===== config.mk =====
export PLATFORM = sky130hd
export DESIGN_NAME = t1d_config_bank
export DESIGN_NICKNAME = d
export VERILOG_FILES = /design/src/design/t1d_pkg.sv /design/src/design/t1d_ctl_if.sv /design/src/design/t1d_config_bank.sv /design/src/design/t1d_reset_qual.sv /design/src/design/t1d_mode_settle.sv
export SDC_FILE = /design/constraint.sdc
export NUM_CORES = 1
export LEC_CHECK = 0
export ABC_AREA = 1
export ABC_CLOCK_PERIOD_IN_PS = 17100
export BUFFER_PORTS_ARGS = -buffer_cell sky130_fd_sc_hd__buf_2
export CAP_MARGIN = 15
export CORE_MARGIN = 1.5
export CORE_UTILIZATION = 57
export CTS_CLUSTER_DIAMETER = 30
export DETAILED_ROUTE_END_ITERATION = 7
export GPL_ROUTABILITY_DRIVEN = 0
export GPL_TIMING_DRIVEN = 1
export PLACE_DENSITY = 0.88
export SYNTH_ARGS = -nofsm -noshare
export SYNTH_HDL_FRONTEND = slang
export SYNTH_HIERARCHICAL = 1
export SYNTH_SLANG_ARGS = --single-unit

===== constraint.sdc =====
create_clock -name clock -period 17.1 [get_ports clock]
set_input_delay 2.565 -clock clock [delete_from_list [all_inputs] [get_ports clock]]
set_output_delay 2.565 -clock clock [all_outputs]
set_load 0.02 [all_outputs]

===== src/design/t1d_pkg.sv =====
package t1d_pkg;

   // timing
   localparam int CLK_MHZ = 50;
   localparam int RESET_MIN_NS = 10000;
   localparam int RESET_MIN_CYC = (RESET_MIN_NS * CLK_MHZ + 999) / 1000;
   localparam int SETTLE_MAX_NS = 20000;
   localparam int SETTLE_CYC = (SETTLE_MAX_NS * CLK_MHZ) / 1000;

   // register indices
   localparam int IDX_W = 6;
   localparam int NREG = 58;
   localparam int REG_SYS_IF_CFG1 = 0;
   localparam int REG_SYS_IF_CFG2 = 1;
   localparam int REG_SYS_IF_CFG3 = 2;
   localparam int REG_LOOP_CFG = 3;
   localparam int REG_FRAMING_MODE4 = 4;
   localparam int REG_FRAMING_MODE5 = 5;
   localparam int REG_TX_OFFSET_CFG0 = 6;
   localparam int REG_TX_OFFSET_CFG1 = 7;
   localparam int REG_RX_OFFSET_CFG0 = 8;
   localparam int REG_RX_OFFSET_CFG1 = 9;
   localparam int REG_IDLE_CODE = 10;
   localparam int REG_IDLE_CHANNEL_SELECT = 11;
   localparam int REG_CLEAR_CHANNEL_SELECT = 14;
   localparam int REG_LINE_IF_MODE0 = 17;
   localparam int REG_LINE_IF_MODE1 = 18;
   localparam int REG_LOS_DETECT_COUNT = 19;
   localparam int REG_LOS_RECOVER_COUNT = 20;
   localparam int REG_TX_PULSE_MASK = 21;
   localparam int REG_IRQ_MASK_REGS = 24;
   localparam int NUM_IRQ_MASK = 6;
   localparam int REG_GLOBAL_CFG = 30;
   localparam int REG_CLOCK_MODE1 = 31;
   localparam int REG_CLOCK_SIGNALING_A = 32;
   localparam int REG_GENERAL_PORT_CFG = 33;
   localparam int REG_MULTIFUNCTION_PORT_CFG = 34;
   localparam int NUM_MF_PORTS = 4;
   localparam int REG_PORT_CFG5 = 38;
   localparam int REG_PORT_CFG6 = 39;
   localparam int REG_SIGNALING_MODE = 40;
   localparam int REG_SIGNALING_A = 41;
   localparam int REG_SIGNALING_B = 42;
   localparam int REG_RX_ADDR_COMPARE_HIGH = 43;
   localparam int REG_RX_ADDR_COMPARE_LOW = 45;
   localparam int REG_RX_TIMESLOT_SELECT = 47;
   localparam int REG_TX_TIMESLOT_SELECT = 51;
   localparam int REG_SIG_CH2_TIMESLOT = 55;
   localparam int REG_SIG_CH3_TIMESLOT = 56;
   localparam int REG_FRAMING_MODE1 = 57;

   // fields
   localparam int MODE_SELECT_BIT = 0;
   localparam int LINE_HIGHZ_BIT = 6;
   localparam int MFSYNC_POL_BIT = 0;
   localparam logic [3:0] XPC_FN_TX_SYNC_PULSE = 4'h0;
   localparam logic [3:0] XPC_FN_MFSYNC = 4'h1;

   // reset values
   localparam logic [7:0] RST_ZERO = 8'h00;
   localparam logic [7:0] RST_OFFSET_CFG1 = 8'h9C;
   localparam logic [7:0] RST_PULSE_MASK0 = 8'h40;
   localparam logic [7:0] RST_PULSE_MASK1 = 8'h03;
   localparam logic [7:0] RST_PULSE_MASK2 = 8'h7B;
   localparam logic [7:0] RST_IRQ_MASK = 8'hFF;
   localparam logic [7:0] RST_ADDR_HIGH1 = 8'hFD;
   localparam logic [7:0] RST_ADDR_HIGH2 = 8'hFF;
   localparam logic [7:0] RST_ADDR_LOW = 8'hFF;

   typedef logic [NREG-1:0][7:0] t1d_bank_t;

   function automatic t1d_bank_t t1dDefaults();
      t1d_bank_t b;
      b = '0;
      for (int i = 0; i < NREG; i++) begin
         b[i] = RST_ZERO;
      end
      b[REG_TX_OFFSET_CFG1] = RST_OFFSET_CFG1;
      b[REG_RX_OFFSET_CFG1] = RST_OFFSET_CFG1;
      b[REG_TX_PULSE_MASK] = RST_PULSE_MASK0;
      b[REG_TX_PULSE_MASK + 1] = RST_PULSE_MASK1;
      b[REG_TX_PULSE_MASK + 2] = RST_PULSE_MASK2;
      for (int i = 0; i < NUM_IRQ_MASK; i++) begin
         b[REG_IRQ_MASK_REGS + i] = RST_IRQ_MASK;
      end
      b[REG_RX_ADDR_COMPARE_HIGH] = RST_ADDR_HIGH1;
      b[REG_RX_ADDR_COMPARE_HIGH + 1] = RST_ADDR_HIGH2;
      b[REG_RX_ADDR_COMPARE_LOW] = RST_ADDR_LOW;
      b[REG_RX_ADDR_COMPARE_LOW + 1] = RST_ADDR_LOW;
      return b;
   endfunction

   localparam t1d_bank_t BANK_RESET = t1dDefaults();

endpackage


===== src/design/t1d_ctl_if.sv =====
`timescale 1ns/1ps
interface t1d_ctl_if;
   logic pinResetActive;
   logic modeSelect;
   logic t1Active;
   logic settling;
   logic loadDefaults;
   modport rq (output pinResetActive);
   modport ms (input modeSelect, input pinResetActive, output t1Active, output settling, output loadDefaults);
   modport core (input pinResetActive, input t1Active, input settling, input loadDefaults, output modeSelect);
endinterface


===== src/design/t1d_config_bank.sv =====
`timescale 1ns/1ps
// Notes on behaviour
// - E1 after reset; T1 defaults after settle
// - reset pin low 10 us clears everything
// - system interface configs default to zero
// - loop-backs disabled, loop config zero
// - framing mode registers default to zero
// - clock and time-slot offsets: CFG0 registers cleared, CFG1 registers reset 9Ch
// - idle code zero, no idle channels
// - no clear channels by default
// - line interface and LOS counts zero
// - pulse mask 40h 03h 7Bh, transmitter off
// - all six interrupt masks reset FFh
// - internal second timer, powered on
// - recovered clock from DPLL, attenuator internal
// - system clocks and sync pins selected
// - one-second port input, active high
// - multifunction ports default to sync-pulse inputs
// - multiframe sync active low, polarity programmable
// - multiframe sync enabled via port function field
// - signaling controller modes reset to zero
// - address compare FDh FFh, FFh FFh
// - time-slot selectors reset to zero
module t1d_config_bank
   import t1d_pkg::*;
(
   // clock and reset
   input wire logic clock,
   input wire logic rst,
   // reset pin
   input wire logic hwResetInN,
   // configuration write port
   input wire logic wrEn,
   input wire logic [t1d_pkg::IDX_W-1:0] wrIdx,
   input wire logic [7:0] wrData,
   // configuration read port
   input wire logic [t1d_pkg::IDX_W-1:0] rdIdx,
   output logic [7:0] rdData,
   // whole bank
   output t1d_pkg::t1d_bank_t cfgBank,
   // mode status
   output logic t1Active,
   output logic settling,
   output logic inPinReset,
   output logic outputsEnabled,
   output logic txLineHighZ,
   // transmit multifunction port pins
   input wire logic [t1d_pkg::NUM_MF_PORTS-1:0] txMfPortIn,
   // multiframe sync status
   output logic mfSyncEnabled,
   output logic [1:0] mfSyncPort,
   output logic mfSyncDetect,
   output logic polarityMisuse,
   output logic syncPortConflict
);
   import t1d_pkg::*;

   typedef struct packed {
      t1d_bank_t bank;
      logic [7:0] rd;
      logic [NUM_MF_PORTS-1:0] pinSync1;
      logic [NUM_MF_PORTS-1:0] pinSync2;
      logic mfEn;
      logic [1:0] mfPort;
      logic mfDet;
      logic polBad;
      logic conflict;
      logic outEn;
      logic highZ;
   } t1d_core_state_t;

   t1d_core_state_t s_r, s_nxt;
   t1d_ctl_if ctl ();

   t1d_reset_qual uQual (
      .clock(clock),
      .rst(rst),
      .hwResetInN(hwResetInN),
      .ctl(ctl.rq)
   );

   t1d_mode_settle uSettle (
      .clock(clock),
      .rst(rst),
      .ctl(ctl.ms)
   );

   assign ctl.modeSelect = s_r.bank[REG_FRAMING_MODE1][MODE_SELECT_BIT];

   always_comb begin
      logic en;
      logic sypxElsewhere;
      logic [1:0] port;
      logic pol;
      logic [3:0] fn;
      en = 1'b0;
      sypxElsewhere = 1'b0;
      port = 2'b00;
      pol = 1'b0;
      fn = 4'h0;
      s_nxt = s_r;
      s_nxt.pinSync1 = txMfPortIn;
      s_nxt.pinSync2 = s_r.pinSync1;

      if (ctl.pinResetActive) begin
         // a held pin reset returns the whole bank, mode select included
         s_nxt.bank = BANK_RESET;
      end else if (ctl.loadDefaults) begin
         // T1 defaults; the mode select bit that caused this is kept
         s_nxt.bank = BANK_RESET;
         s_nxt.bank[REG_TX_PULSE_MASK + 2] = RST_PULSE_MASK2;
         s_nxt.bank[REG_GENERAL_PORT_CFG] = RST_ZERO;
         s_nxt.bank[REG_FRAMING_MODE1] = s_r.bank[REG_FRAMING_MODE1];
      end else if (wrEn && !ctl.settling && wrIdx < IDX_W'(NREG)) begin
         // writes while clocking settles would be overwritten, so they are dropped
         s_nxt.bank[wrIdx] = wrData;
      end

      s_nxt.rd = (rdIdx < IDX_W'(NREG)) ? s_r.bank[rdIdx] : RST_ZERO;

      // multifunction port scan; lowest port wins if several carry the function
      for (int i = NUM_MF_PORTS - 1; i >= 0; i--) begin
         fn = s_r.bank[REG_MULTIFUNCTION_PORT_CFG + i][3:0];
         if (fn == XPC_FN_MFSYNC) begin
            en = 1'b1;
            port = 2'(i);
         end
      end
      for (int i = 0; i < NUM_MF_PORTS; i++) begin
         fn = s_r.bank[REG_MULTIFUNCTION_PORT_CFG + i][3:0];
         if (fn == XPC_FN_TX_SYNC_PULSE && 2'(i) != port) begin
            sypxElsewhere = 1'b1;
         end
      end
      pol = s_r.bank[REG_PORT_CFG5][MFSYNC_POL_BIT];
      s_nxt.mfEn = en;
      s_nxt.mfPort = port;
      // default polarity is active low
      s_nxt.mfDet = en && (pol ? s_r.pinSync2[port] : !s_r.pinSync2[port]);
      s_nxt.polBad = pol && !en;
      s_nxt.conflict = en && sypxElsewhere;
      s_nxt.outEn = !ctl.pinResetActive;
      s_nxt.highZ = ctl.pinResetActive || s_r.bank[REG_TX_PULSE_MASK + 2][LINE_HIGHZ_BIT];
   end

   always_ff @(posedge clock or posedge rst) begin
      if (rst) begin
         s_r <= '{bank: BANK_RESET, rd: 8'h00, pinSync1: '0, pinSync2: '0, mfEn: 1'b0, mfPort: 2'b00,
                  mfDet: 1'b0, polBad: 1'b0, conflict: 1'b0, outEn: 1'b0, highZ: 1'b1};
      end else begin
         s_r <= s_nxt;
      end
   end

   assign rdData = s_r.rd;
   assign cfgBank = s_r.bank;
   assign t1Active = ctl.t1Active;
   assign settling = ctl.settling;
   assign inPinReset = ctl.pinResetActive;
   assign outputsEnabled = s_r.outEn;
   assign txLineHighZ = s_r.highZ;
   assign mfSyncEnabled = s_r.mfEn;
   assign mfSyncPort = s_r.mfPort;
   assign mfSyncDetect = s_r.mfDet;
   assign polarityMisuse = s_r.polBad;
   assign syncPortConflict = s_r.conflict;
endmodule


===== src/design/t1d_reset_qual.sv =====
`timescale 1ns/1ps
module t1d_reset_qual
   import t1d_pkg::*;
(
   // clock and reset
   input wire logic clock,
   input wire logic rst,
   // reset pin
   input wire logic hwResetInN,
   // to core
   t1d_ctl_if.rq ctl
);
   import t1d_pkg::*;

   localparam int CW = $clog2(RESET_MIN_CYC + 1);

   typedef struct packed {
      logic sync1;
      logic sync2;
      logic [CW-1:0] lowCnt;
      logic active;
   } t1d_rq_state_t;

   t1d_rq_state_t s_r, s_nxt;

   always_comb begin
      s_nxt = s_r;
      s_nxt.sync1 = hwResetInN;
      s_nxt.sync2 = s_r.sync1;
      // short glitches are ignored; only a sustained low resets the bank
      if (s_r.sync2) begin
         s_nxt.lowCnt = '0;
         s_nxt.active = 1'b0;
      end else if (s_r.lowCnt != CW'(RESET_MIN_CYC)) begin
         s_nxt.lowCnt = s_r.lowCnt + CW'(1);
      end else begin
         s_nxt.active = 1'b1;
      end
   end

   always_ff @(posedge clock or posedge rst) begin
      if (rst) begin
         s_r <= '{sync1: 1'b1, sync2: 1'b1, lowCnt: '0, active: 1'b0};
      end else begin
         s_r <= s_nxt;
      end
   end

   assign ctl.pinResetActive = s_r.active;
endmodule


===== src/design/t1d_mode_settle.sv =====
`timescale 1ns/1ps
module t1d_mode_settle
   import t1d_pkg::*;
(
   // clock and reset
   input wire logic clock,
   input wire logic rst,
   // core side
   t1d_ctl_if.ms ctl
);
   import t1d_pkg::*;

   localparam int CW = $clog2(SETTLE_CYC + 1);

   typedef enum logic [2:0] {
      E1_MODE = 3'b001,
      SETTLE = 3'b010,
      T1_MODE = 3'b100
   } t1d_mode_t;

   typedef struct packed {
      t1d_mode_t mode;
      logic [CW-1:0] cnt;
      logic load;
   } t1d_ms_state_t;

   t1d_ms_state_t s_r, s_nxt;

   always_comb begin
      s_nxt = s_r;
      s_nxt.load = 1'b0;
      if (ctl.pinResetActive || !ctl.modeSelect) begin
         s_nxt.mode = E1_MODE;
         s_nxt.cnt = '0;
      end else begin
         unique case (s_r.mode)
            E1_MODE: begin
               s_nxt.mode = SETTLE;
               s_nxt.cnt = '0;
            end
            SETTLE: begin
               // the load flag rises with T1 mode after the last settle count, keeping within the bound
               if (s_r.cnt == CW'(SETTLE_CYC - 1)) begin
                  s_nxt.mode = T1_MODE;
                  s_nxt.load = 1'b1;
               end else begin
                  s_nxt.cnt = s_r.cnt + CW'(1);
               end
            end
            T1_MODE: begin
               s_nxt.mode = T1_MODE;
            end
            default: begin
               s_nxt.mode = E1_MODE;
            end
         endcase
      end
   end

   always_ff @(posedge clock or posedge rst) begin
      if (rst) begin
         s_r <= '{mode: E1_MODE, cnt: '0, load: 1'b0};
      end else begin
         s_r <= s_nxt;
      end
   end

   assign ctl.t1Active = (s_r.mode == T1_MODE);
   assign ctl.settling = (s_r.mode == SETTLE);
   assign ctl.loadDefaults = s_r.load;
endmodule


After elaboration in Yosys (flattened, before gate mapping)
Index checks and enable logic that the tools add are counted.

word-level totals
  bits in registers = 514
  input port bits = 28
  output and inout bits = 483

operators by class
  $add $sub $neg = 2
  magnitude comparators = 6
  equal/unequal tests = 16
  mux-type cells = 35
  reduce and logical (&&, ||, !) cells = 28

operator list
  operator                 count
  $mux W464                3
  $bwmux W464              1
  $bmux W8 S6              1
  $demux W8 S6             1
  $mux W8                  3
  $mux W10                 2
  $pmux W10 S2             1
  $eq A4 B1 Y1 const B     4
  $logic_not A4 Y1         4
  $lt A6 B7 Y1 const B     2
  $mux W1                  14
  $mux W13                 1
  $lt A6 B6 Y1 const B     2
  $add A10 B1 Y10 const B  1
  $eq A10 B10 Y1 const B   1
  $logic_and A1 B1 Y1      10
  $add A9 B1 Y9 const B    1
  $mux W9                  1
  $ne A9 B9 Y1 const B     1
  $pmux W3 S3              1
  $mux W2                  4
  $ge A6 B1 Y1 const B     1
  $reduce_bool A2 Y1       3
  $reduce_bool A3 Y1       2
  15 further kinds         22

Depth between registers and ports, before layout
  depth after elaboration = 12
  gate-level depth with buffers = 13
  mapped depth without buffers = 12

Cells and area by module
The synthesis kept the hierarchy.

by module, submodules not included
  module           instances  cells an instance  area an instance (um^2)  sequential area each (um^2)
  t1d_config_bank  1          3122               26182.6                  12333.1
  t1d_mode_settle  1          114                912.1                    351.6
  t1d_reset_qual   1          81                 615.6                    302.8

Least setup slack after synthesis
No wires, ideal clock.

  path kind = input-to-reg
  start point = in wrIdx[5] (netlist name)
  end point = reg s_r, in the netlist cfgBank[74]
  library setup time = 0.093 ns
  arrival time = 3.849 ns
  path slack = 13.158 ns
  stages on the path = 12
  buffers on the path = 3
  cells stage by stage = buf_2 > nand2_2 > nor2_2 > nand2_1 > nand2_2 > inv_2 > buf_4 > nand4_2 > nand2_1 > buf_2 > nor2_1 > a21oi_1

between the ends
  word-level cells in the longest chain between the ends = 8
  elaborated cells on any way between the ends = 12

ends and longest elaborated chain
  element                                                                    RTL line                text
  from (decl)                                                                t1d_config_bank.sv:34   input wire logic [t1d_pkg::IDX_W-1:0] wrIdx,
  $lt A6 B7 Y1 (not written as such) / $ge A6 B1 Y1 (equally long branches)  t1d_config_bank.sv:116  s_nxt.bank[wrIdx] = wrData;
  $logic_and A1 B1 Y1 (not written as such)                                  t1d_config_bank.sv:116
  $mux W8 (not written as such)                                              t1d_config_bank.sv:116
  $demux W8 S6                                                               t1d_config_bank.sv:116
  $bwmux W464                                                                t1d_config_bank.sv:116
  $mux W464                                                                  t1d_config_bank.sv:114  end else if (wrEn && !ctl.settling && wrIdx < IDX_W'(NREG)) begin
  $mux W464                                                                  t1d_config_bank.sv:108  end else if (ctl.loadDefaults) begin
  $mux W464                                                                  t1d_config_bank.sv:105  if (ctl.pinResetActive) begin
  to (signal assigned)                                                       t1d_config_bank.sv:148  s_r <= '{bank: BANK_RESET, rd: 8'h00, pinSync1: '0, pinSync2: '0, mfEn: 1'b0, mfPort: 2'b00,
  to (signal assigned)                                                       t1d_config_bank.sv:151  s_r <= s_nxt;
  to (decl)                                                                  t1d_config_bank.sv:72   t1d_core_state_t s_r, s_nxt;

Several ways; a longest one is shown, not always the timed one. The select of a mux whose other input is x is not followed.
A chain may end at the register's enable or synchronous reset.

==> impl_metrics.tcl <==
set metrics [dict create \
    cp-end-kind "flip-flop" \
    synth_top_area_share_pct 37.4 \
    grt_start_max_net_pins 129 \
    dieWidth_microns 223 \
    fin_crit_ns 4.98 \
    cts.sinks 514 \
    worstMarginPinSlew_ns 1.26 \
    clock_skew_ns 0.0393 \
    finalSetupTns_ns 0 \
    timing.rr.end "cfgBank[443]" \
    ir_drop_mv 0.106 \
    insertion_delay_ns 0.66 \
    drtIter0Drc 4655 \
    reg2regPathDepth 6 \
    drive_gt1_share_pct 27.1 \
    grt_util_all_layers_pct 41.5 \
    hold_violations 0 \
    slew_headroom_pct 15.9 \
    clkTransAtPathRegs_ns 0.05 \
    ys_async_sr_fraction_pct 100 \
    cts_buffers 106 \
    cp_cell_sequence "buf_8 > clkinv_2 > buf_4 > o21ai_0 > a21oi_1 > nor2_1 > nand2_1 > nand3_1 > nand2_1" \
    cp_data_required_time_ns 17.63 \
    finalCritPeriodShare_pct 29.1 \
    synth-main-ff-cell "dfrtp_1" \
    rows 80 \
    ys_seq_elements 514 \
    synth_common_cells "476 x buf_4, 414 x dfrtp_1, 372 x nand2_1" \
    dp.cells 3801 \
    synth.largest_area_cell "dfrtp_1" \
    core_area_sq_mm 0.0478 \
    area_delta_synth_final_pct 11.4 \
    cts_tree "yes" \
    ys_types 41 \
    critPathArrivalTime_ns 5.52 \
    grt_pass1_wl_microns 153000 \
    remaining_drc_errors 0 \
    drv_slew 0 \
    cpPeakStageDelay_ns 0.55 \
    worstSetupStartpoint "rdIdx[0]" \
    rsz0062_at_grt "no" \
    num_io_pins 511 \
    die_height_microns 223 \
    stdcell_count 4005 \
    crit_path_end "rdData[0]" \
    setup_viol 0 \
    synth.avg_cell_area_sq_um 8.35 \
    htree_levels 3 \
    die_area_sq_mm 0.0499 \
    place_ws_ns 11.70 \
    firstDrtPassIters 8 \
    wl_microns 105000 \
    syn_inst 3317 \
    cts-root-buf "clkbuf_16" \
    synth_edf_count 0 \
    num_vias 25400 \
    first_global_vias 23800 \
    synth_area_leaders "dfrtp_1 37%, buf_4 13%, dfstp_2 9.5%" \
    crit_top_cell "nand2_1" \
    dp_hpwl_microns 69800 \
    cp_slowest_cell "buf_8" \
    cp-start-kind "primary input" \
    fmax_mhz 201 \
    p_leak_nw 15.4 \
    synth-seq-area-share_pct 46.9 \
    wl_per_cell_microns 26.3 \
    syn-num-nets 3348 \
    setup_slack_ns 12.12 \
    yosys_warnings 6 \
    reg2reg_setup_slack_ns 13.59 \
    cts-resized-gates 0 \
    worstPathMaxFanout 124 \
    holdCritPathClass "flip-flop to flip-flop" \
    grt-ovfl-total 0 \
    hold_buffers 0 \
    yosys.cell_count.top_type "buf_4" \
    layout.nets 3325 \
    io_buffers 510 \
    maxCapViolations 0 \
    antenna_found_initial 9 \
    hold_depth 0 \
    run_status "finished clean" \
    fillCellCount 3718 \
    power.density_mw_per_mm2 151 \
    criticalPathCategory "primary input to flip-flop" \
    reg2reg_from "uQual/ctl.pinResetActive" \
    start_util_pct 57.9 \
    route.antenna.remaining_nets 0 \
    post_cts_buffers 0 \
    utilization_pct 64.5 \
    syn_area_sq_mm 0.0277 \
    clk_path_buf_depth 3 \
    viasPerCell 6.34 \
]
[routing by layer]
metal / wire length, microns / vias up / track usage (%) / share of wire, %
li1: - / 10600 / - / -
met4: 7620 / 6 / 25.2 / 7.2
met3: 16000 / 552 / 15.5 / 15
met5: 34 / - / 0 / 0.032
met1: 36700 / 11900 / 52.0 / 35
met2: 44900 / 2315 / 61.1 / 43
[worst min-delay path by stage]
stage          startpoint       to  slack, ns
3_5_place_dp    s_nxt[11]  s_r[11]       0.34
6_report         s_nxt[9]   s_r[9]       0.33
4_1_cts          s_nxt[9]   s_r[9]       0.35
2_1_floorplan   s_nxt[10]  s_r[10]       0.33
3_3_place_gp    s_nxt[11]  s_r[11]       0.33
5_1_grt          s_nxt[9]   s_r[9]       0.35
[cell usage in the layout (no fill, tap or decap), drive strengths merged, types with 8 or more instances in the layout]
cell      count
o211ai       80
clkinv       29
o21ai       359
dfstp       100
buf         546
nor2        222
nor3         11
dfrtp       414
o22ai       213
clkinvlp     12
a211oi        8
clkbuf      134
inv         320
a21oi       184
bufinv       19
nand4        17
nand3       309
nand2       389
[flip-flops by register name, summed over array words and instances, names as in the netlist, 2 cells and up]
register,count
mfSyncPort,2
cfgBank,464
rdData,8
uQual/s_r,10
s_nxt,4
uSettle/s_r,13
s_r,4
[cell families after synthesis]
logic type | after synthesis | synth area share, %
buffers and inverters | 992 | 20.1
adder cells (fa/ha/maj) | 3 | 0.135
XOR/XNOR | 1 | 0.0316
AND/OR/NAND/NOR | 953 | 15.4
AO/OA/AOI/OAI | 854 | 17.4
flip-flops | 514 | 46.9
[worst max-delay path, delay by kind of cell]
| kind | cells | cell delay (ns) |
|---|---|---|
| buf+inv | 3 | 1.46 |
| compound gates | 2 | 0.73 |
| simple gates | 4 | 0.61 |
[stage by stage]
step	instance area (sq um)	total power, mW	hold slack, ns
after floorplan	27700	2.24	0.331
after global placement	26900	2.36	0.332
after detailed placement	27000	2.38	0.337
after CTS	30800	4.61	0.353
after global routing	30900	4.77	0.354
final	30900	4.65	0.334
[layout make-up]
| type | count | area (sq um) | share of cell area, % |
|---|---|---|---|
| Antenna cell | 5 | 12.5 | 0.0405 |
| Multi-Input combinational cell | 1811 | 9170 | 29.7 |
| Timing Repair Buffer | 546 | 2840 | 9.20 |
| Inverter | 315 | 1190 | 3.86 |
| Clock buffer | 134 | 2980 | 9.66 |
| Sequential cell | 514 | 13000 | 42.1 |
| Tap cell | 615 | 769 | 2.49 |
| Clock inverter | 65 | 913 | 2.96 |
[report_power, final]
group          switching (mW)  internal (mW)  total (mW)
Sequential              0.159           1.41        1.57
Combinational           0.598          0.237       0.835
Clock                   0.718           1.52        2.24
(Power assumes the default switching activity.)
